**src/shared/sdl_regs.svh**
```systemverilog
/*
 * Register offsets, field positions, reset values and fixed counts of the
 * serial DAC load and readback front end.
 * Assumes it is included by bare name wherever these constants are needed.
 */
`ifndef SDL_REGS_SVH
`define SDL_REGS_SVH

// ****************************************************************
// Register map (byte addresses on the AXI4-Lite bus).
// ****************************************************************
`define SDL_AXI_AW 8
`define SDL_OFS_CTRL 8'h00
`define SDL_OFS_STATUS 8'h04
`define SDL_OFS_DAC 8'h08
`define SDL_OFS_SHIFT 8'h0c

// ****************************************************************
// Field positions.
// ****************************************************************
`define SDL_CTRL_ENABLE 0
`define SDL_ST_IN_FRAME 0
`define SDL_ST_PENDING 1
`define SDL_ST_AUTO 2
`define SDL_ST_READBACK 3
`define SDL_ST_GROUND 4
`define SDL_ST_POWER_DOWN 5
`define SDL_ST_BUF_FULL 6

// ****************************************************************
// Reset values and counts.
// ****************************************************************
`define SDL_CTRL_RESET 1'b1
`define SDL_MID_12 16'h0800
`define SDL_MID_14 16'h2000
`define SDL_WORD_BITS 5'h10
`define SDL_PIN_IDLE 7'h7b
`define SDL_RESP_OKAY 2'b00
`define SDL_RESP_SLVERR 2'b10

`endif

```
**src/shared/sdl_pkg.sv**
```systemverilog
/*
 * Types shared by the serial DAC front end: the frame state and the
 * packed state record of the main module.
 * Assumes the includer uses every name with the package prefix.
 */
package sdl_pkg;

    // One-hot frame states.
    typedef enum logic [2:0] {
        SDL_IDLE = 3'b001,
        SDL_SHIFTING = 3'b010,
        SDL_WAIT_LOAD = 3'b100
    } sdl_frame_t;

    // Whole state of the main module.
    typedef struct packed {
        sdl_frame_t fst;
        logic pend_auto;
        logic [4:0] bits;
        logic [15:0] shift;
        logic [15:0] dac;
        logic serial_out;
        logic rb_taken;
        logic sclk_q;
        logic frame_q;
        logic ground_sel;
        logic pd_flag;
        logic enable;
        logic aw_got;
        logic w_got;
        logic [7:0] awaddr;
        logic [31:0] wdata;
        logic [3:0] wstrb;
        logic bvalid;
        logic [1:0] bresp;
        logic rvalid;
        logic [31:0] rdata;
        logic [1:0] rresp;
    } sdl_state_t;

endpackage

```
**src/core/sdl_sync.sv**
```systemverilog
/*
 * Two flip-flop synchroniser for a group of pins.
 * Assumes each bit is an independent level; nothing reads the first stage.
 */
`timescale 1ns/1ps

module sdl_sync #(
    parameter int W = 1,
    parameter logic [W-1:0] RST_VAL = '0
) (
    // Clock and reset.
    input wire logic aclk,
    input wire logic aresetn,
    // Pins in and their synchronised copy.
    input wire logic [W-1:0] pin_i,
    output logic [W-1:0] sync_o
);

    // Both stages held in one record.
    typedef struct packed {
        logic [W-1:0] s1;
        logic [W-1:0] s2;
    } sdl_sync_st_t;

    sdl_sync_st_t st_r; // Registered stages.
    sdl_sync_st_t st_nxt; // Next stages.

    // Shift each pin one stage along.
    always_comb begin
        st_nxt.s1 = pin_i;
        st_nxt.s2 = st_r.s1;
    end

    // Register the stages; reset to the idle pin levels.
    always_ff @(posedge aclk) begin
        if (!aresetn) begin
            st_r <= {RST_VAL, RST_VAL};
        end else begin
            st_r <= st_nxt;
        end
    end

    assign sync_o = st_r.s2;

endmodule

```
**src/core/sdl_fifo.sv**
```systemverilog
/*
 * Small valid/ready buffer for loaded DAC codes.
 * Assumes the writer holds data while in_ready is low.
 */
`timescale 1ns/1ps

module sdl_fifo #(
    parameter int W = 16,
    parameter int DEPTH = 2
) (
    // Clock and reset.
    input wire logic aclk,
    input wire logic aresetn,
    // Filling side.
    input wire logic in_valid,
    output logic in_ready,
    input wire logic [W-1:0] in_data,
    // Draining side.
    output logic out_valid,
    input wire logic out_ready,
    output logic [W-1:0] out_data
);

    localparam int PW = (DEPTH > 1) ? $clog2(DEPTH) : 1;
    localparam int CW = $clog2(DEPTH + 1);

    // Storage, pointers and fill count as one record.
    typedef struct packed {
        logic [DEPTH-1:0][W-1:0] mem;
        logic [PW-1:0] wp;
        logic [PW-1:0] rp;
        logic [CW-1:0] cnt;
    } sdl_fifo_st_t;

    sdl_fifo_st_t st_r; // Registered buffer.
    sdl_fifo_st_t st_nxt; // Next buffer.
    logic push; // A word enters.
    logic pop; // A word leaves.

    assign in_ready = (st_r.cnt != CW'(DEPTH));
    assign out_valid = (st_r.cnt != '0);
    assign out_data = st_r.mem[st_r.rp];
    assign push = in_valid & in_ready;
    assign pop = out_valid & out_ready;

    // Advance pointers and count on each transfer.
    always_comb begin
        st_nxt = st_r;
        if (push) begin
            st_nxt.mem[st_r.wp] = in_data;
            st_nxt.wp = (st_r.wp == PW'(DEPTH - 1)) ? '0 : st_r.wp + 1'b1;
        end
        if (pop) begin
            st_nxt.rp = (st_r.rp == PW'(DEPTH - 1)) ? '0 : st_r.rp + 1'b1;
        end
        if (push && !pop) begin
            st_nxt.cnt = st_r.cnt + 1'b1;
        end else if (pop && !push) begin
            st_nxt.cnt = st_r.cnt - 1'b1;
        end
    end

    // Register the buffer; empty after reset.
    always_ff @(posedge aclk) begin
        if (!aresetn) begin
            st_r <= '0;
        end else begin
            st_r <= st_nxt;
        end
    end

endmodule

```
**src/core/sdl_core.sv**
```systemverilog
/*
 * Digital front end of a single-channel serial-input DAC: serial shift
 * register, DAC register with load control, readback and daisy-chain
 * output, clear and power-down control, AXI4-Lite status/control port.
 * Assumes all pins come from outside the aclk domain, and that the pin
 * serial clock is slow enough (125 ns period) to be edge-sampled at aclk.
 */
// Local design decisions: the register addresses and the AXI4-Lite register port.
`timescale 1ns/1ps
`include "sdl_regs.svh"

module sdl_core #(
    parameter int DATA_W = 14,
    parameter int BUF_DEPTH = 2
) (
    // Clock and reset.
    input wire logic aclk,
    input wire logic aresetn,
    // Serial link pins.
    input wire logic sclk,
    input wire logic frame_n,
    input wire logic serial_in,
    input wire logic load_strobe_n,
    input wire logic readback_enable_n,
    output logic serial_out_o,
    output logic serial_out_oe,
    // Control pins.
    input wire logic output_clear_n,
    input wire logic power_down_n,
    // Analog stage controls.
    output logic [15:0] dac_code_o,
    output logic ground_sense_sel_o,
    output logic power_down_o,
    // Stream of loaded codes.
    output logic code_valid,
    input wire logic code_ready,
    output logic [15:0] code_data,
    // AXI4-Lite slave.
    input wire logic [`SDL_AXI_AW-1:0] s_axi_awaddr,
    input wire logic s_axi_awvalid,
    output logic s_axi_awready,
    input wire logic [31:0] s_axi_wdata,
    input wire logic [3:0] s_axi_wstrb,
    input wire logic s_axi_wvalid,
    output logic s_axi_wready,
    output logic [1:0] s_axi_bresp,
    output logic s_axi_bvalid,
    input wire logic s_axi_bready,
    input wire logic [`SDL_AXI_AW-1:0] s_axi_araddr,
    input wire logic s_axi_arvalid,
    output logic s_axi_arready,
    output logic [31:0] s_axi_rdata,
    output logic [1:0] s_axi_rresp,
    output logic s_axi_rvalid,
    input wire logic s_axi_rready
);

    // ****************************************************************
    // Constants and declarations.
    // ****************************************************************
    localparam logic [15:0] MID = (DATA_W == 14) ? `SDL_MID_14 : `SDL_MID_12;
    localparam logic [15:0] DMASK = 16'((32'h1 << DATA_W) - 1);

    sdl_pkg::sdl_state_t r; // Registered state; fields end _r in spirit.
    sdl_pkg::sdl_state_t r_nxt; // Next state.
    logic [6:0] pins_s; // Synchronised pins.
    logic sclk_s; // Synchronised serial clock.
    logic frame_s; // Synchronised frame strobe, low inside a frame.
    logic sin_s; // Synchronised serial data.
    logic load_strobe_n_s; // Synchronised load strobe.
    logic readback_enable_n_s; // Synchronised readback enable.
    logic clr_s; // Synchronised clear.
    logic pd_s; // Synchronised power-down.
    logic sclk_fall; // Falling serial clock edge seen.
    logic frame_fall; // Frame opens.
    logic frame_rise; // Frame closes.
    logic rb_xfer; // DAC register moves into the shift register.
    logic shift_ev; // A bit shifts through.
    logic load_go; // DAC register takes the shift register.
    logic buf_ready; // Buffer can take a code.
    logic [15:0] load_word; // Code that a load stores.

    // ****************************************************************
    // Pin synchronisation and edge detection.
    // ****************************************************************
    sdl_sync #(.W(7), .RST_VAL(`SDL_PIN_IDLE)) u_sync (
        .aclk(aclk),
        .aresetn(aresetn),
        .pin_i({power_down_n, output_clear_n, readback_enable_n, load_strobe_n, serial_in, frame_n, sclk}),
        .sync_o(pins_s)
    );

    assign {pd_s, clr_s, readback_enable_n_s, load_strobe_n_s, sin_s, frame_s, sclk_s} = pins_s;
    assign sclk_fall = r.sclk_q & ~sclk_s;
    assign frame_fall = r.frame_q & ~frame_s;
    assign frame_rise = ~r.frame_q & frame_s;
    assign rb_xfer = sclk_fall & ~readback_enable_n_s & ~r.rb_taken;
    // Bits move only on falls, and only inside a frame or a readback.
    assign shift_ev = sclk_fall & ~rb_xfer & ((r.fst == sdl_pkg::SDL_SHIFTING) | r.rb_taken);
    assign load_word = r.shift & DMASK;
    // A pending word loads when the buffer has room: at once if the strobe was low at frame start, else on strobe low.
    assign load_go = (r.fst == sdl_pkg::SDL_WAIT_LOAD) & (r.pend_auto | ~load_strobe_n_s) & buf_ready;

    // ****************************************************************
    // Code buffer: a stalled consumer holds back further loads.
    // ****************************************************************
    sdl_fifo #(.W(16), .DEPTH(BUF_DEPTH)) u_buf (
        .aclk(aclk),
        .aresetn(aresetn),
        .in_valid(load_go),
        .in_ready(buf_ready),
        .in_data(load_word),
        .out_valid(code_valid),
        .out_ready(code_ready),
        .out_data(code_data)
    );

    // ****************************************************************
    // Next-state logic.
    // ****************************************************************
    always_comb begin
        r_nxt = r;
        r_nxt.sclk_q = sclk_s;
        r_nxt.frame_q = frame_s;
        // Clear only steers the output; registers keep their values.
        r_nxt.ground_sel = ~clr_s;
        r_nxt.pd_flag = ~pd_s;
        if (readback_enable_n_s) begin
            r_nxt.rb_taken = 1'b0;
        end
        // Serial shifting, readback and daisy-chain output.
        if (rb_xfer) begin
            r_nxt.shift = {r.dac[14:0], 1'b0};
            r_nxt.serial_out = r.dac[15];
            r_nxt.rb_taken = 1'b1;
        end else if (shift_ev) begin
            r_nxt.serial_out = r.shift[15];
            r_nxt.shift = {r.shift[14:0], sin_s};
            if (r.bits != `SDL_WORD_BITS) begin
                r_nxt.bits = r.bits + 5'h01;
            end
        end
        // Load of the DAC register.
        if (load_go) begin
            r_nxt.dac = load_word;
            r_nxt.fst = sdl_pkg::SDL_IDLE;
        end
        // Frame state machine.
        case (r.fst)
            sdl_pkg::SDL_IDLE, sdl_pkg::SDL_WAIT_LOAD: begin
                // A new frame starts a word and samples the load strobe.
                if (frame_fall && r.enable) begin
                    r_nxt.fst = sdl_pkg::SDL_SHIFTING;
                    r_nxt.bits = '0;
                    r_nxt.pend_auto = ~load_strobe_n_s;
                end
            end
            sdl_pkg::SDL_SHIFTING: begin
                // Only a full word is kept for loading.
                if (frame_rise) begin
                    r_nxt.fst = (r.bits == `SDL_WORD_BITS) ? sdl_pkg::SDL_WAIT_LOAD : sdl_pkg::SDL_IDLE;
                end
            end
            default: begin
                r_nxt.fst = sdl_pkg::SDL_IDLE;
            end
        endcase
        // AXI write: address and data taken in either order.
        if (s_axi_awvalid && s_axi_awready) begin
            r_nxt.aw_got = 1'b1;
            r_nxt.awaddr = s_axi_awaddr;
        end
        if (s_axi_wvalid && s_axi_wready) begin
            r_nxt.w_got = 1'b1;
            r_nxt.wdata = s_axi_wdata;
            r_nxt.wstrb = s_axi_wstrb;
        end
        if (r.aw_got && r.w_got && !r.bvalid) begin
            r_nxt.aw_got = 1'b0;
            r_nxt.w_got = 1'b0;
            r_nxt.bvalid = 1'b1;
            r_nxt.bresp = `SDL_RESP_OKAY;
            case (r.awaddr)
                `SDL_OFS_CTRL: begin
                    if (r.wstrb[0]) begin
                        r_nxt.enable = r.wdata[`SDL_CTRL_ENABLE];
                    end
                end
                `SDL_OFS_STATUS, `SDL_OFS_DAC, `SDL_OFS_SHIFT: begin
                    r_nxt.bresp = `SDL_RESP_OKAY;
                end
                default: begin
                    r_nxt.bresp = `SDL_RESP_SLVERR;
                end
            endcase
        end
        if (r.bvalid && s_axi_bready) begin
            r_nxt.bvalid = 1'b0;
        end
        // AXI read: one cycle from address to data.
        if (s_axi_arvalid && s_axi_arready) begin
            r_nxt.rvalid = 1'b1;
            r_nxt.rresp = `SDL_RESP_OKAY;
            r_nxt.rdata = '0;
            case (s_axi_araddr)
                `SDL_OFS_CTRL: begin
                    r_nxt.rdata[`SDL_CTRL_ENABLE] = r.enable;
                end
                `SDL_OFS_STATUS: begin
                    r_nxt.rdata[`SDL_ST_IN_FRAME] = (r.fst == sdl_pkg::SDL_SHIFTING);
                    r_nxt.rdata[`SDL_ST_PENDING] = (r.fst == sdl_pkg::SDL_WAIT_LOAD);
                    r_nxt.rdata[`SDL_ST_AUTO] = r.pend_auto;
                    r_nxt.rdata[`SDL_ST_READBACK] = r.rb_taken;
                    r_nxt.rdata[`SDL_ST_GROUND] = r.ground_sel;
                    r_nxt.rdata[`SDL_ST_POWER_DOWN] = r.pd_flag;
                    r_nxt.rdata[`SDL_ST_BUF_FULL] = ~buf_ready;
                end
                `SDL_OFS_DAC: begin
                    r_nxt.rdata[15:0] = r.dac;
                end
                `SDL_OFS_SHIFT: begin
                    r_nxt.rdata[15:0] = r.shift;
                end
                default: begin
                    r_nxt.rresp = `SDL_RESP_SLVERR;
                end
            endcase
        end else if (r.rvalid && s_axi_rready) begin
            r_nxt.rvalid = 1'b0;
        end
    end

    // ****************************************************************
    // State register; reset loads midscale into both data registers.
    // ****************************************************************
    always_ff @(posedge aclk) begin
        if (!aresetn) begin
            r <= '0;
            r.fst <= sdl_pkg::SDL_IDLE;
            r.shift <= MID;
            r.dac <= MID;
            r.serial_out <= 1'b1;
            r.frame_q <= 1'b1;
            r.enable <= `SDL_CTRL_RESET;
        end else begin
            r <= r_nxt;
        end
    end

    // ****************************************************************
    // Outputs.
    // ****************************************************************
    assign serial_out_o = 1'b0;
    assign serial_out_oe = ~r.serial_out;
    assign dac_code_o = r.dac;
    assign ground_sense_sel_o = r.ground_sel;
    assign power_down_o = r.pd_flag;
    assign s_axi_awready = ~r.aw_got & ~r.bvalid;
    assign s_axi_wready = ~r.w_got & ~r.bvalid;
    assign s_axi_bvalid = r.bvalid;
    assign s_axi_bresp = r.bresp;
    assign s_axi_arready = ~r.rvalid;
    assign s_axi_rvalid = r.rvalid;
    assign s_axi_rdata = r.rdata;
    assign s_axi_rresp = r.rresp;
endmodule

```
**config.mk**
```make
export PLATFORM = sky130hd
export DESIGN_NAME = sdl_core
export DESIGN_NICKNAME = d
export VERILOG_FILES = /design/src/shared/sdl_pkg.sv /design/src/core/sdl_sync.sv /design/src/core/sdl_fifo.sv /design/src/core/sdl_core.sv
export VERILOG_INCLUDE_DIRS = /design/src /design/src/shared
export SDC_FILE = /design/constraint.sdc
export NUM_CORES = 1
export LEC_CHECK = 0
export ABC_AREA = 1
export BUFFER_PORTS_ARGS = -buffer_cell sky130_fd_sc_hd__buf_2
export CAP_MARGIN = 10
export CELL_PAD_IN_SITES_DETAIL_PLACEMENT = 1
export CELL_PAD_IN_SITES_GLOBAL_PLACEMENT = 1
export CORE_UTILIZATION = 38
export CTS_BUF_LIST = sky130_fd_sc_hd__clkbuf_8 sky130_fd_sc_hd__clkbuf_16
export DETAILED_ROUTE_END_ITERATION = 10
export GPL_ROUTABILITY_DRIVEN = 0
export PLACE_DENSITY_LB_ADDON = 0.1
export SLEW_MARGIN = 25
export SYNTH_ARGS = -nofsm -noshare
export SYNTH_HDL_FRONTEND = slang
export SYNTH_SLANG_ARGS = --single-unit
```
**constraint.sdc**
```tcl
create_clock -name aclk -period 2.14 [get_ports aclk]
set_input_delay 0.321 -clock aclk [delete_from_list [all_inputs] [get_ports aclk]]
set_output_delay 0.321 -clock aclk [all_outputs]
set_load 0.01 [all_outputs]
```
# Word-level counts from Yosys, hierarchy flattened
# Cells that the tools add are included.
# totals
reg_bits	130
latchBits	0
mem_bits_rw	0
mem_bits_ro	0
output_inout_bits	78
word_cells	140
memories	0
# op_classes
addsub	5
n_mul	0
div_mod_pow	0
magnitude_cmp	3
eq_ne	12
n_shift	0
mux	30
bitwise_logic	31
n_reduce_logical	29
# ops
op	n
2-to-1 mux 16 bit	4
bitwise mux 32 bit	1
== test 8 x 4 -> 1 bit (second input constant)	4
2-to-1 mux 21 bit	1
one-hot mux 6 bit (3 select lines)	1
one-hot mux 9 bit (2 select lines)	1
demux 16 bit (select 1 bit)	1
== test 8 x 3 -> 1 bit (second input constant)	2
zero test 8 bit	2
inverter 1 bit	16
2-to-1 mux 5 bit	3
AND 1 bit	13
logical AND 1 bit	11
nonzero test 2 bit	5
2-to-1 mux 3 bit	3
2-to-1 mux 9 bit	1
2-to-1 mux 1 bit	8
2-to-1 mux 2 bit	4
OR reduction 2 bit	4
OR reduction 4 bit	2
one-hot mux 3 bit (2 select lines)	1
adder 5 x 1 -> 5 bit (second input constant)	1
== test 5 bit (second input constant)	1
!= test 5 bit (second input constant)	1
14 further kinds	19

# Logic depth before layout (Yosys ltp)
# depth
word_depth	11
mapped_depth	11
depth_no_buf	9

# By module
# A second synthesis with hierarchy kept.
# unflattened
hier_cells	861
hier_area_um2	5954.5
# modules_own_cells
module	n_inst	cells_each	area_each_um2	seq_area_each_um2
sdl_core	1	547	3824.9	1561.5
sdl_fifo	1	271	1732.9	720.7
sdl_sync	1	43	396.6	280.3

# Worst setup path after synthesis
# OpenSTA, ideal clock, no wires.
# synth_path
path_type	register -> register
startpoint	reg r[130] (netlist bit)
endpoint	reg u_buf.st_r[1] (netlist bit)
arrival_time_ns	1.622
required_time_ns	2.018
slack_ns	0.396
stages_incl_launch_ff	11
path_buffers	2
cell_sequence	dfxtp_1 > inv_1 > nand3_2 > nor2_4 > buf_2 > buf_2 > ha_1 > a21oi_1 > o21ai_0 > o21ai_0 > a21oi_1
# synth_between
elab_chain_len	7
elab_cells_between_ends	9
classes_between	eq/ne (1); mux (1); bitwise (3); reduce/logical (4)
# synth_lines
element	line_no	rtl
from (decl)	sdl_core.sv:64	sdl_pkg::sdl_state_t r;
from (signal assigned)	sdl_core.sv:246	r <= r_nxt;
== test 3 bit *	sdl_core.sv:102	assign load_go = (r.fst == sdl_pkg::SDL_WAIT_LOAD) & (r.pend_auto | ~load_strobe_n_s) & buf_ready;
AND 1 bit * (2 in a row)	sdl_core.sv:102	
via load_go	sdl_core.sv:79	logic load_go;
AND 1 bit *	sdl_fifo.sv:43	assign push = in_valid & in_ready;
zero test 1 bit	sdl_fifo.sv:58	end else if (pop && !push) begin
logical AND 1 bit	sdl_fifo.sv:58	
nonzero test 2 bit (no line)	n/a	
to (signal assigned)	sdl_fifo.sv:68	st_r <= st_nxt;
to (decl)	sdl_fifo.sv:35	sdl_fifo_st_t st_r;
# Mark *: on every way through the listed nets, which the timed path passes. The rest lies on a longest branch.
# A chain may end at the register's enable or synchronous reset.

# Worst setup path after layout
# layout_path
startpoint	reg u_buf.st_r[2] (netlist bit)
endpoint	out code_data[0]
# layout_between
elab_chain_len	2
# layout_lines
element	line_no	rtl
2-to-1 mux 16 bit (implied by the code) (2 in a row)	sdl_fifo.sv:42	assign out_data = st_r.mem[st_r.rp];
to (decl)	sdl_core.sv:37	output logic [15:0] code_data,
# Every way passes these cells. The select of a mux whose other input is x is not followed.

==> metrics.md <==
| Metric | Value |
|---|---|
| RSZ-0062 raised after global routing | no |
| Hold_buf cts | 0 |
| Cell Area, Placed | 5790 sq um |
| H-tree levels | 4 |
| Status | finished clean |
| Maximum vdd drop | 0.674 mV |
| Max-slew headroom | 0.589 |
| Clock power frac | 0.517 |
| Worst-Margin Slew | between 0.6 and 0.7 ns |
| Unique masters post-synth | 37 |
| Leak pwr | 2.88 nW |
| Top-level I/O count | approximately 150 |
| Total grt overflow | 0 |
| Share of cells above drive strength 1 | 0.210 |
| Warnings from Yosys | 0 |
| Setup TNS | 0 ns |
| Sequential share of the synthesized area | 0.449 |
| Critical path capture point type | output pin |
| Crit Path Max Fanout | 16 |
| Final Critical Period | around 1.8 ns |
| Gate Count Post-Synth | roughly 720 |
| TritonCTS Buffers | 17 |
| Core box area | between 10000 and 15000 sq um |
| Final net count | approximately 850 |
| Clock sink count | ~120 |
| Asr flop ratio synth | 0 |
| Multi-input logic area | about 2300 sq um |
| Number of synthesized register bits | between 100 and 150 |
| Post-DP HPWL | roughly 10000 um |
| Die Y | roughly 120 um |
| DRT Wirelength | about 14000 um |
| Power Dens Cells | approximately 900 nW/um^2 |
| Die area | 15000 sq um |
| Vias | 4755 |
| Top-area cell type share of the netlist area | 0.449 |
| TritonCTS clock tree | built |
| Startpoint Class | register |
| Post-route DRC | 0 |
| Main synth FF type | dfxtp_1 |
| Fin crit share | 0.842 |
| Buffers on Ports | slightly below 90 |
| Initial antenna violation count | 0 |
| Fmax | roughly 550 MHz |
| Diodes inserted | 0 |
| Skew-Pair Late Insertion Delay | between 0.4 and 0.5 ns |
| Synth area leader | dfxtp_1 |
| DRT Pass-1 Iters | 4 |
| WL per Instance | 14.6 um |
| Min Hold Slack | 0.0875 ns |
| Sw Share | 0.219 |
| Area growth from synthesis to layout | 16.0% |
| Internal Pwr Total | 0.00450 W |
| Top cells by area, synth | dfxtp_1 45%, nand2_1 10%, buf_4 8.0%, nor2_1 6.0%, o21ai_0 5.0% |
| ANT nets after route | 0 |
| Register area | roughly 2500 sq um |
| Sequential power share | 0.419 |
| Mapped Area | 5530 sq um |
| Global-route wire length before repair | roughly 23000 um |
| Post-synth EDFFs | 0 |
| Design area | between 6000 and 7000 sq um |
| Max_cap viols | 0 |
| Slew Limit Fails | 0 |
| Arr. time, crit path | between 1 and 1.5 ns |
| Fin. Hold Viols | 0 |
| Root Driver | clkbuf_16 |
| Fillers | 1717 |
| CTS clk-pin slew, worst paths | roughly 0.050 ns |
| Net switching power | 0.00126 W |
| Rows | 43 |
| Drt via density | around 4.9 |
| Worst Hold Class | input port to register |
| DRT iter0 DRCs | 144 |
| Crit Path Class | register to output pin |
| Setup-failing EPs final | 0 |
| Commonest non-fill, non-tap cell in the layout | nand2_1 |
| Final Util | 0.457 |
| Initial core utilization | 0.394 |
| Comb power frac | 0.063 |
| Clock skew | slightly below 0.01 ns |
| Synthesized area per cell | 7.65 sq um |
| CP Data Required Time | approximately 1.8 ns |
| Largest net degree at the start of global routing | 75 |
| Post-CTS setup buffer count | 0 |
| GRT Overall Usage | 0.196 |
| Post-cts sizing count | 0 |
| Vias in the first global route | 4681 |
| Most frequent cells in the layout | 148 x nand2_1, 124 x dfxtp_1, 89 x nor2_1 |
| Die Wd | 123 um |
| CTS Buffer Depth | 2 |
[layer usage]
layer / track usage / part of all wire / vias up
met5: 0 / 0 / -
met4: 0.0701 / 0.013 / 0
met3: 0.0511 / 0.041 / 16
met2: 0.359 / 0.53 / 88
met1: 0.217 / 0.41 / 2288
li1: - / - / 2363
[power groups by stage]
stage | clock network, W | logic (W) | registers [W]
floorplan | 0 | 0.000285 | 0.00246
global placement | 0 | 0.000354 | 0.00246
detailed placement | 0 | 0.000368 | 0.00246
CTS | 0.00304 | 0.000371 | 0.00242
global route | 0.00315 | 0.000412 | 0.00242
finish | 0.00298 | 0.000366 | 0.00242
[critical path, cell delays in order, from the launching register on]
cell and delay [ns]:
dfxtp_1 0.30, inv_1 0.41, nand2_1 0.11, nand2_1 0.11, buf_2 0.13
[cells by family (layout without fill, tap and decap cells)]
group,after synthesis,in the layout,share of synthesized area
simple gates,287,287,0.223
buf+inv,155,199,0.152
compound gates,150,150,0.164
flops,124,124,0.449
fa+ha+maj,3,3,0.00679
xor+xnor,3,3,0.00475
other cells,1,23,0.000678
[cells in the mapped netlist, types with 11 or more instances]
cell type,count
a21oi_1,43
dfxtp_1,124
o21ai_0,55
buf_4,59
inv_1,65
nand3_1,21
a31oi_1,13
or2_2,14
a211oi_2,11
a211oi_1,16
nor2_1,89
nand2_1,148
clkbuf_1,13
[metrics by stage]
| stage | setup WS (ns) | power, W | instances |
|---|---|---|---|
| finish | 0.337 | 0.00576 | 969 |
| global route | 0.139 | 0.00598 | 969 |
| CTS | 0.283 | 0.00583 | 969 |
| detailed placement | 0.323 | 0.00283 | 937 |
| global placement | 0.434 | 0.00281 | 937 |
| floorplan | 0.396 | 0.00274 | 745 |
[sequential cells by signal, indices dropped and copies added, names as in the netlist]
signal	flops
load_word	14
u_sync.st_nxt	7
r	28
s_axi_rresp	1
s_axi_rdata	16
ground_sense_sel_o	1
u_buf.st_r	32
dac_code_o	14
u_sync.sync_o	7
power_down_o	1
s_axi_bresp	1
s_axi_bvalid	1
s_axi_rvalid	1
[worst paths after layout]
path                                       start            endpoint  slack (ns)  cells after the start
worst max-delay path               u_buf.st_r[2]        code_data[0]        0.34                      4
worst min-delay path                power_down_n    u_sync.st_nxt[6]        0.09                      2
worst max register to register     u_buf.st_r[0]       u_buf.st_r[1]        0.37                      9
worst min register to register  u_sync.sync_o[5]  ground_sense_sel_o        0.39                      1
[layout make-up]
cell class                      count  share of cell area
Sequential cell                   124               0.387
Timing Repair Buffer               98              0.0827
Clock inverter                      9              0.0181
Inverter                           69              0.0408
Tap cell                          180              0.0351
Clock buffer                       23              0.0792
Multi-Input combinational cell    466               0.357
Note: power is estimated with default switching activity, not from simulation.
